### src/afsr_pkg.sv
// Constants and types shared by the alert and fault status block.
package afsr_pkg;

  // Bus and field widths.
  localparam int REG_W    = 16;
  localparam int ADDR_W   = 4;
  localparam int RESULT_W = 16;
  localparam int THRESH_W = 12;
  localparam int CHAN_N   = 3;
  localparam int ALERT_N  = 2 * CHAN_N;
  localparam int IRQ_W    = ALERT_N + 2;

  // Register addresses on the local port.
  localparam logic [ADDR_W-1:0] ADDR_CTRL   = 4'h2;
  localparam logic [ADDR_W-1:0] ADDR_STATUS = 4'h3;
  localparam logic [ADDR_W-1:0] ADDR_ISTAT  = 4'h8;
  localparam logic [ADDR_W-1:0] ADDR_IMASK  = 4'h9;

  // Reset field of the control register and its codes.
  localparam int RST_LSB = 0;
  localparam int RST_MSB = 7;
  localparam logic [7:0] SOFT_CODE = 8'h3c;
  localparam logic [7:0] HARD_CODE = 8'hff;

  // Padding of thresholds into full result width.
  localparam logic [3:0] LOW_PAD  = 4'h0;
  localparam logic [3:0] HIGH_PAD = 4'hf;

  // Interrupt bit positions; alerts sit above these two.
  localparam int IRQ_LOAD  = 0;
  localparam int IRQ_CHK   = 1;
  localparam int IRQ_ALERT = 2;

  // Reset values.
  localparam logic [REG_W-1:0] RDATA_RST = 16'h0000;
  localparam logic [IRQ_W-1:0] IRQ_RST   = 8'h00;

  // Complete state of the top module.
  typedef struct packed {
    logic                chk_fault;
    logic                load_fault;
    logic [ALERT_N-1:0]  alerts;
    logic [IRQ_W-1:0]    istat;
    logic [IRQ_W-1:0]    imask;
    logic [REG_W-1:0]    rdata;
    logic                irq;
    logic                reload;
  } afsr_state_t;

endpackage : afsr_pkg

### src/afsr_cmp_if.sv
// Interface carrying one channel's result and threshold comparison.
`timescale 1ns/100ps
interface afsr_cmp_if;
  import afsr_pkg::*;
  logic [RESULT_W-1:0] result;
  logic                valid;
  logic [THRESH_W-1:0] low_thr;
  logic [THRESH_W-1:0] high_thr;
  logic                over;
  logic                under;

  modport cmp (input result, input valid, input low_thr, input high_thr,
               output over, output under);
  modport user (output result, output valid, output low_thr, output high_thr,
                input over, input under);
endinterface : afsr_cmp_if

### src/afsr_thr_cmp.sv
// Threshold comparator for one converter channel.
`timescale 1ns/100ps
module afsr_thr_cmp
  import afsr_pkg::*;
(
  afsr_cmp_if.cmp port
);

  logic [RESULT_W-1:0] low_full;
  logic [RESULT_W-1:0] high_full;

  // Thresholds fill the top bits; the low end is padded so that a
  // result equal to the limit does not raise an alert.
  assign low_full  = {port.low_thr, LOW_PAD};
  assign high_full = {port.high_thr, HIGH_PAD};

  // Alerts are raised only for a fresh result.
  assign port.under = port.valid && (port.result < low_full);
  assign port.over  = port.valid && (port.result > high_full);

endmodule : afsr_thr_cmp

### src/afsr_top.sv
// Alert and fault status register bank with threshold alerts.
//
// Summary of operation
// - Status reads return the register's own address in bits 15:12, read only.
// - A write rejected for a bad checksum sets bit 9.
// - Bit 9 stays set until the host reads the status register or writes a soft or hard reset code.
// - A failed startup configuration load sets bit 8.
// - Reading the status register leaves bit 8 unchanged.
// - A hard reset clears bit 8 and restarts the configuration load.
// - Channel D result above the high threshold sets bit 7.
// - Channel D result below the low threshold sets bit 6.
// - Channel C result above the high threshold sets bit 5.
// - Channel C result below the low threshold sets bit 4.
// - Channel B result above the high threshold sets bit 3.
// - Channel B result below the low threshold sets bit 2.
// - Alert flags hold across conversions and clear only on a status read or a soft or hard reset code.
// - Low alert when result below low limit; high alert when above high limit.
// - Soft reset code clears all alert flags, leaving register contents.
// - Hard reset code returns every register to its default value.
`timescale 1ns/100ps
module afsr_top
  import afsr_pkg::*;
(
  input  wire logic                clk,
  input  wire logic                reset_n,
  input  wire logic [ADDR_W-1:0]   addr,
  input  wire logic [REG_W-1:0]    wdata,
  input  wire logic                wr_en,
  input  wire logic                rd_en,
  output      logic [REG_W-1:0]    rdata,
  input  wire logic                chk_reject,
  input  wire logic                load_fail,
  input  wire logic                conv_valid,
  input  wire logic [RESULT_W-1:0] chan_b_result,
  input  wire logic [RESULT_W-1:0] chan_c_result,
  input  wire logic [RESULT_W-1:0] chan_d_result,
  input  wire logic [THRESH_W-1:0] alert_low_thr,
  input  wire logic [THRESH_W-1:0] alert_high_thr,
  output      logic                config_reload,
  output      logic                irq
);

  // Sticky flag update; a set in the clearing cycle wins.
  function automatic logic sticky(input logic cur,
                                  input logic clr,
                                  input logic set);
    sticky = (cur & ~clr) | set;
  endfunction : sticky

  // Builds the status word from the stored flags.
  function automatic logic [REG_W-1:0] status_word(input afsr_state_t s);
    status_word = {ADDR_STATUS,
                   2'b00,
                   s.chk_fault,
                   s.load_fault,
                   s.alerts,
                   2'b00};
  endfunction : status_word

  afsr_state_t st;
  afsr_state_t next_st;

  logic [RESULT_W-1:0] results [CHAN_N];
  logic [ALERT_N-1:0]  raise;
  logic                rd_stat;
  logic                wr_ctrl;
  logic                soft_rst;
  logic                hard_rst;
  logic                clr_alert;
  logic [IRQ_W-1:0]    irq_set;
  logic [IRQ_W-1:0]    irq_clr;

  // Channel order B, C, D gives alert pairs at status bits 3:2, 5:4, 7:6.
  assign results[0] = chan_b_result;
  assign results[1] = chan_c_result;
  assign results[2] = chan_d_result;

  afsr_cmp_if cmp_if [CHAN_N] ();

  // One comparator per channel; the shared limits apply to all.
  for (genvar i = 0; i < CHAN_N; i++) begin : g_chan
    assign cmp_if[i].result   = results[i];
    assign cmp_if[i].valid    = conv_valid;
    assign cmp_if[i].low_thr  = alert_low_thr;
    assign cmp_if[i].high_thr = alert_high_thr;
    assign raise[2*i]         = cmp_if[i].under;
    assign raise[2*i+1]       = cmp_if[i].over;

    afsr_thr_cmp u_cmp (
      .port (cmp_if[i])
    );
  end

  // Access decoding and the two reset codes.
  assign rd_stat   = rd_en && (addr == ADDR_STATUS);
  assign wr_ctrl   = wr_en && (addr == ADDR_CTRL);
  assign soft_rst  = wr_ctrl && (wdata[RST_MSB:RST_LSB] == SOFT_CODE);
  assign hard_rst  = wr_ctrl && (wdata[RST_MSB:RST_LSB] == HARD_CODE);
  assign clr_alert = rd_stat || soft_rst || hard_rst;

  // Interrupt events share the layout of the mask register.
  assign irq_set = {raise, chk_reject, load_fail};

  // Write one to clear; a hard reset clears everything.
  always_comb begin
    irq_clr = '0;
    if (hard_rst) begin
      irq_clr = '1;
    end else if (wr_en && (addr == ADDR_ISTAT)) begin
      irq_clr = wdata[IRQ_W-1:0];
    end
  end

  // Next-state logic for the whole block.
  always_comb begin
    next_st = st;

    // Checksum fault clears on a status read or either reset.
    next_st.chk_fault = sticky(st.chk_fault, clr_alert,
                               chk_reject);

    // Load fault ignores reads; only a hard reset clears it.
    next_st.load_fault = sticky(st.load_fault, hard_rst,
                                load_fail);

    // Alerts hold until read or reset.
    for (int i = 0; i < ALERT_N; i++) begin
      next_st.alerts[i] = sticky(st.alerts[i], clr_alert,
                                 raise[i]);
    end

    // Interrupt status, set winning over the write-one clear.
    for (int i = 0; i < IRQ_W; i++) begin
      next_st.istat[i] = sticky(st.istat[i], irq_clr[i], irq_set[i]);
    end

    // Mask register; the hard reset returns it to default.
    if (hard_rst) begin
      next_st.imask = IRQ_RST;
    end else if (wr_en && (addr == ADDR_IMASK)) begin
      next_st.imask = wdata[IRQ_W-1:0];
    end

    // Read data stand for one cycle only, zero otherwise.
    next_st.rdata = RDATA_RST;
    if (rd_en) begin
      if (addr == ADDR_STATUS) begin
        next_st.rdata = status_word(st);
      end else if (addr == ADDR_ISTAT) begin
        next_st.rdata = {{(REG_W-IRQ_W){1'b0}}, st.istat};
      end else if (addr == ADDR_IMASK) begin
        next_st.rdata = {{(REG_W-IRQ_W){1'b0}}, st.imask};
      end else begin
        next_st.rdata = RDATA_RST;
      end
    end

    // Restart the configuration load after a hard reset.
    next_st.reload = hard_rst;

    // Level interrupt from the next status, registered together with it.
    next_st.irq = |(next_st.istat & next_st.imask);
  end

  // All state in one register; every flag starts clear.
  always_ff @(posedge clk or negedge reset_n) begin
    if (!reset_n) begin
      st <= '0;
    end else begin
      st <= next_st;
    end
  end

  assign rdata         = st.rdata;
  assign config_reload = st.reload;
  assign irq           = st.irq;
endmodule : afsr_top

### config.mk
export PLATFORM = sky130hd
export DESIGN_NAME = afsr_top
export DESIGN_NICKNAME = d
export VERILOG_FILES = /design/src/afsr_pkg.sv /design/src/afsr_cmp_if.sv /design/src/afsr_thr_cmp.sv /design/src/afsr_top.sv
export SDC_FILE = /design/constraint.sdc
export NUM_CORES = 1
export LEC_CHECK = 0
export ABC_AREA = 1
export BUFFER_PORTS_ARGS = -buffer_cell sky130_fd_sc_hd__buf_2
export CAP_MARGIN = 20
export CORE_AREA = 2 2 66 130
export CTS_CLUSTER_DIAMETER = 30
export DETAILED_ROUTE_END_ITERATION = 8
export DIE_AREA = 0 0 68 132
export HOLD_SLACK_MARGIN = 0.05
export PLACE_DENSITY = 0.76
export RECOVER_POWER = 100
export SETUP_SLACK_MARGIN = 0.4
export SLEW_MARGIN = 5
export SYNTH_ARGS = -nofsm -noshare
export SYNTH_HDL_FRONTEND = slang
export SYNTH_HIERARCHICAL = 1
export SYNTH_SLANG_ARGS = --single-unit
### constraint.sdc
create_clock -name clk -period 1.5 [get_ports clk]
set_input_delay 0.3 -clock clk [delete_from_list [all_inputs] [get_ports clk]]
set_output_delay 0.3 -clock clk [all_outputs]
set_load 0.005 [all_outputs]
* Word level (Yosys, flattened, before mapping)
Index checks and enable logic that the tools add are counted.
Widths: inputs -> output; s select.
** Storage, ports and cells
- Output and inout port bits :: 18
- Flip-flop bits (word level) :: 42
- Word-level logic and storage cells :: 86
** Cells by class
- Reduce and logical (&&, ||, !) cells :: 15
- Muxes and demuxes :: 8
- Magnitude comparators :: 6
- Eq/ne operators :: 6
- Bitwise operators :: 43
** Operator list (number)
- $gt 16x16->1 :: 3
- $lt 16x16->1 :: 3
- $mux 8 :: 6
- $mux 14 :: 2
- $and 1x1->1 :: 16
- $or 1x1->1 :: 16
- $logic_and 1x1->1 :: 12
- $not 1->1 :: 10
- $and 8x8->8 :: 1
- $eq 4x2->1 const B :: 2
- $eq 4x4->1 const B :: 2
- $eq 8x6->1 const B :: 1
- $eq 8x8->1 const B :: 1
- $reduce_or 8->1 :: 1
- $logic_or 1x1->1 :: 2

* Depth between registers and ports, before layout
Gate-level depths: netlist (run 1).
- Depth after elaboration :: 9
- Gate-level depth with buffers :: 16
- Depth with buffers taken out :: 16

* Cells and area by module
Netlist (run 1), hierarchy kept.
** Modules (own cells, without submodules)
- afsr_top :: cells an instance 223, times used 1, sequential area each 925.9 um^2, area each 1831.8 um^2
- afsr_thr_cmp at g_chan[0].u_cmp ... :: cells an instance 119, times used 2, sequential area each 0.0 um^2, area each 686.9 um^2
- afsr_thr_cmp at g_chan[1].u_cmp :: cells an instance 119, times used 1, sequential area each 0.0 um^2, area each 668.1 um^2

* Least setup slack after synthesis (run 1)
No wires, ideal clock.
- Kind :: input-to-reg
- Start point :: input port alert_high_thr[11]
- End point :: register st, in the netlist irq
- Setup time :: 0.119 ns
- Stages :: 15
- Data arrival time :: 1.368 ns
- Required time :: 1.381 ns
- Slack :: 0.014 ns
- Buffers on the path :: 0
- Path through :: inv_1 ha_1 nand2_2 nor2_4 nand2_2 nor2_1 nor2_1 nand2_1 inv_1 inv_1 nand2_1 nand2_1 nand2_1 nor2_1 nand2_1
** RTL lines
- from (decl) :: RTL line afsr_top.sv:38 : input wire logic [THRESH_W-1:0] alert_high_thr,
- to (signal assigned) :: RTL line afsr_top.sv:170 : st <= next_st;
- to (decl) :: RTL line afsr_top.sv:60 : afsr_state_t st;

==> impl_metrics.toml, run 1 <==
[route]
wl_per_cell_microns = 14.1
finalWirelength_mm = 11.4
vias = 4050
drc = 0
drt-initial-drc-count = 241
firstDrtPassIters = 4
antenna_left = 0
viasPerCell = 4.99

[cts]
ctsHoldBuffers = 0
ctsHtreeMaxLevel = 2
clock_path_buffers = 2
cts_tree = "done"
path_clk_slew_ns = 0.06
cts.sinks = 37
cts_buffers = 5
clk_latency_ns = 0.28
root_buffer = "clkbuf_16"

[synth]
syn_area_sq_um = 3870
yosysWarnings = 6
yosys.area_share.xor_xnor_pct = 0
syn_inst = 580
ys_ff_latch = 37
synth_top_family_by_area = "simple AND/OR/NAND/NOR gates"
synth_edf_count = 0
synthSimpleGateAreaFrac_pct = 27.6
ys.flop_type = "dfrtp_1"
seq_area_frac_synth_pct = 23.9
yosysUniqueCellTypes = 25
async_flop_share_pct = 100
avgSynthCellArea_sq_um = 6.68
yosys-mux-area-fraction_pct = 0
synth_fa_ha_area_share_pct = 22.3
synth_compound_area_share_pct = 8.17

[power_and_ir_drop]
power.leakage_uw = 0.00312
power_density_nw_per_um2 = 605
peakVddDrop_uv = 416
finalPower_uw = 3500

[floorplan]
rows = 46
dieHeight_microns = 132
initial_core_util_pct = 48.8
floorplan.die_area_sq_um = 8980
io_pins = 117
die_x_microns = 68
core_sq_um = 7940

[worst_setup_path]
cp.required_ns = 1.67
cp-start-kind = "primary input"
cp_max_fo = 3
worstSetupEndpointType = "flop"
crit_type = "in2reg"
worstPathArrival_ns = 1.64
worstRegToRegCells = 8

[sta]
hold_viol = 0
fin_skew_ns = 0.00377
slew_headroom_pct = 38.8
rsz0062_at_grt = "true"
post-route-period-util_pct = 97.7
min_period_ns = 1.47
final-setup-viol-count = 0
max_freq_mhz = 682
slew_viol_final = 0
worst_slew_pin_slew_ns = 0.918

[grt]
gr-total-overflow = 0
grt_max_degree = 38
antenna_found_initial = 0
grt_usage_pct = 26.6
grt_pass1_vias = 4318
grt_first_pass_wirelength_mm = 18.3

[final_layout]
diodes = 0
drive_above_1_share_pct = 44.1
nets = 882
final_cells = 811
area_growth_pct = 49.5
stdcell_area_sq_um = 5790

[place]
placed_cell_area_sq_um = 5330
place_hpwl_mm = 9.48
numPlacedInstances = 797
io_buffers = 104
gp_congestion = 0.937

[min_path]
hp-class = "in2async"

[status]
status = "finished clean"

[run]
max_cap_viol_count = 0
synthesized netlist by cell type, types with 3 or more instances:
master | instances | area, sq um
nand2_1 | 148 | 556
o21ai_2 | 7 | 61.3
dfrtp_1 | 37 | 926
inv_1 | 135 | 507
a21oi_1 | 29 | 145
nor2_2 | 7 | 43.8
nor3_1 | 3 | 15.0
clkinv_1 | 5 | 18.8
buf_4 | 16 | 120
nand2_2 | 12 | 75.1
ha_1 | 69 | 863
nand3_1 | 23 | 115
nor2_1 | 50 | 188
inv_2 | 5 | 18.8
nand4_1 | 4 | 25.0
nor2_4 | 3 | 33.8
o21ai_0 | 16 | 80.1
cells in the final DEF, fill, tap and decap left out, drive strengths merged, types with 4 or more instances in the layout:
cell type  synthesis  final
clkinv             5      8
ha                69     69
clkbuf             0     20
dfrtp             37     37
inv              140    138
nor2              60     60
nand4              4      4
a21oi             29     29
nand2            160    160
nand3             24     24
o21ai             24     24
conb               1      4
buf               20    129
registers in the layout, summed over array words and instances (netlist names):
signal	flops
rdata	11
st	24
irq	1
config_reload	1
kinds of logic (layout without fill, tap and decap cells):
family,after synthesis,after routing
adders and majority gates,69,69
buffers and inverters,165,297
and+or+nand+nor,252,252
other,1,4
AOI/OAI and AO/OA,56,56
DFF,37,37
final timing paths:
kind	startpoint	to	slack, ns
max in group asynchronous	reset_n	st[21]$_DFF_PN0_	0.70
worst min register to register	st[40]$_DFF_PN0_	rdata[8]$_DFF_PN0_	0.49
worst min-delay path	reset_n	config_reload$_DFF_PN0_	0.22
min in group clk	load_fail	st[40]$_DFF_PN0_	0.23
worst max register to register	st[20]$_DFF_PN0_	irq$_DFF_PN0_	0.42
worst max-delay path	alert_high_thr[9]	irq$_DFF_PN0_	0.03
stage by stage:
stage                     TNS, ns  utilization, %  setup WS [ns]  hold slack [ns]
after CTS                       0            71.7         0.0178           0.0680
after global placement     -0.931            67.1         -0.368            0.358
after global routing       -0.266            72.9         -0.131            0.241
final                           0            72.9         0.0342            0.219
after detailed placement    -1.26            67.1         -0.394            0.362
after floorplan                 0               -         0.0891          0.00441
timing repair:
item | in CTS | in global routing
pin swaps | 26 | 13
gates resized for setup | 48 | 61
buffers inserted | 6 | 0
endpoints found under the setup margin | 17 | 25
routing by layer:
metal  vias up  share of wire [%]  GRT usage, %
li1       2015                  -             -
met3        35                3.2          2.05
met4         0                6.8          18.8
met1      1882                 31          22.6
met2       118                 59          52.3
met5         -                  0             0
report_power, final:
part           total, uW  internal [uW]  switching, uW
combinational       1390            622            770
sequential          1100           1070           29.8
clock               1010            608            398
total               3500           2300           1200
area by class of cell:
cell class                 instances  area [sq um]
timing repair buffer             144           937
sequential                        37           926
multi-input combinational        381          2980
tap                               96           120
fill                             655          2150
clock inverter                     3          17.5
inverter                         145           691
clock buffer                       5           125
worst max-delay path: stages:
cell,delay (ns)
buf_8,0.07
buf_12,0.15
inv_12,0.03
ha_4,0.27
nand2_4,0.05
nor2_4,0.08
nand2_2,0.07
nor2_1,0.09
nor2_1,0.04
nand2_1,0.05
inv_1,0.04
inv_2,0.06
nand2_2,0.06
nand2_1,0.06
nand2_1,0.06
nor2_2,0.10
nand2_1,0.06
Power figures use the tool's default switching activity.
==> inputs of run 2 (changes only) <==
- CORE_AREA: 2 2 66 130 -> 2 2 117 74
- DIE_AREA: 0 0 68 132 -> 0 0 119 76
==> impl_metrics.toml, run 2 (synthesis gave the netlist of run 1 again) <==
[route]
wl_per_cell_microns = 14.2
firstDrtPassIters = 5
viasPerCell = 4.87
drt-initial-drc-count = 226
finalWirelength_mm = 11.7
drc = 0
antenna_left = 0
vias = 4001

[sta]
slew_headroom_pct = 38.8
fin_skew_ns = 0.00771
min_period_ns = 1.56
rsz0062_at_grt = "true"
final-setup-viol-count = 1
hold_viol = 0
setup_ws_ns = -0.0577
max_freq_mhz = 642
slew_viol_final = 0
worst_slew_pin_slew_ns = 0.918
post-route-period-util_pct = 104

[final_layout]
area_growth_pct = 52.7
drive_above_1_share_pct = 46.1
nFillCells = 624
diodes = 0
final_cells = 822
largest_register_ffs = 24
layout_common_cells = "nand2_1 (121), inv_1 (83), buf_2 (78)"
nets = 879
final_common_cell = "nand2_1"
largest_register = "st"
stdcell_area_sq_um = 5920

[cts]
cts_tree = "done"
path_clk_slew_ns = 0.06
clock_path_buffers = 2
cts.sinks = 37
clk_latency_ns = 0.28
ctsHtreeMaxLevel = 2
root_buffer = "clkbuf_16"
cts_buffers = 5

[power_and_ir_drop]
power_density_nw_per_um2 = 599
peakVddDrop_uv = 455
power.leakage_uw = 0.00314
finalPower_uw = 3550

[floorplan]
initial_core_util_pct = 47.8
io_pins = 117
core_sq_um = 8100
rows = 26
floorplan.die_area_sq_um = 9040
dieHeight_microns = 76
die_x_microns = 119

[place]
io_buffers = 104
place_hpwl_mm = 9.34
numPlacedInstances = 809
gp_congestion = 0.945
placed_cell_area_sq_um = 5330

[grt]
grt_max_degree = 38
antenna_found_initial = 0
gr-total-overflow = 0
grt_usage_pct = 25.9
grt_first_pass_wirelength_mm = 19.0
grt_pass1_vias = 4084

[worst_setup_path]
cp_max_fo = 2
crit_chain = "buf_8 > buf_12 > inv_12 > ha_4 > nand2_1 > a21oi_2 > nor2_2 > nand3_1 > nand2_1 > inv_2 > inv_2 > nand2_2 > nand2_2 > nand2_2 > nor2_1 > nand2_1"
cp.required_ns = 1.67
cpMaxStageDelayCell = "ha_4"
worstPathArrival_ns = 1.72
worstRegToRegCells = 8
cp-start-kind = "primary input"
worstSetupEndpointType = "flop"
max_stage_delay_ns = 0.20
crit_type = "in2reg"

[min_path]
hp-class = "in2async"

[status]
violations = "negative setup slack"
status = "finished with violations"

[run]
max_cap_viol_count = 0
[run 2: layout make-up]
cell class / instances / area [sq um] / share of cell area [%]
Sequential cell: 37 / 926 / 15.6
Tap cell: 112 / 140 / 2.37
Inverter: 145 / 687 / 11.6
Clock inverter: 1 / 5.00 / 0.0846
Timing Repair Buffer: 141 / 966 / 16.3
Clock buffer: 5 / 125 / 2.11
Multi-Input combinational cell: 381 / 3070 / 51.9
[run 2: power breakdown]
group          leakage [uW]  switching (uW)  internal [uW]
clock             0.0000655             382            593
sequential         0.000403            30.1           1080
combinational       0.00267             807            658
total               0.00314            1220           2330
[run 2: stage by stage]
| step | setup TNS, ns | util [%] | hold WS, ns | worst slack (ns) |
|---|---|---|---|---|
| 2_1_floorplan | 0 | - | 0.00441 | 0.0891 |
| 3_5_place_dp | -1.64 | 65.8 | 0.371 | -0.404 |
| 4_1_cts | 0 | 70.5 | 0.0747 | 0.0109 |
| 6_report | -0.0577 | 73.0 | 0.226 | -0.0577 |
| 5_1_grt | -0.178 | 73.0 | 0.246 | -0.145 |
| 3_3_place_gp | -0.974 | 65.8 | 0.364 | -0.344 |
[run 2: critical path: cells and delay by family]
| kind | cells | cell delay (ns) |
|---|---|---|
| AND/OR/NAND/NOR | 9 | 0.76 |
| AO/OA/AOI/OAI | 1 | 0.07 |
| adder cells (fa/ha/maj) | 1 | 0.20 |
| buffers and inverters | 5 | 0.41 |
[run 2: worst paths after layout]
check,from,endpoint,slack [ns]
setup / recovery,alert_high_thr[9],irq$_DFF_PN0_,-0.06
hold / removal,reset_n,rdata[0]$_DFF_PN0_,0.23
setup reg to reg,st[24]$_DFF_PN0_,irq$_DFF_PN0_,0.44
hold reg to reg,st[40]$_DFF_PN0_,rdata[8]$_DFF_PN0_,0.49
max in group asynchronous,reset_n,config_reload$_DFF_PN0_,0.69
min in group clk,load_fail,st[40]$_DFF_PN0_,0.23
[run 2: what timing repair did]
action	4_1_cts	5_1_grt
hold buffers	0	0
pin swaps	39	39
setup buffers	3	4
gates cloned	0	0
resized for setup	61	64
endpoints found under the setup margin	16	19
[run 2: per-layer routing]
| metal | vias to the layer above | part of all wire [%] | global-route usage, % |
|---|---|---|---|
| li1 | 2011 | - | - |
| met1 | 1838 | 47 | 36.7 |
| met2 | 129 | 45 | 42.1 |
| met3 | 23 | 6.1 | 4.04 |
| met4 | 0 | 1.3 | 5.12 |
| met5 | - | 0 | 0 |
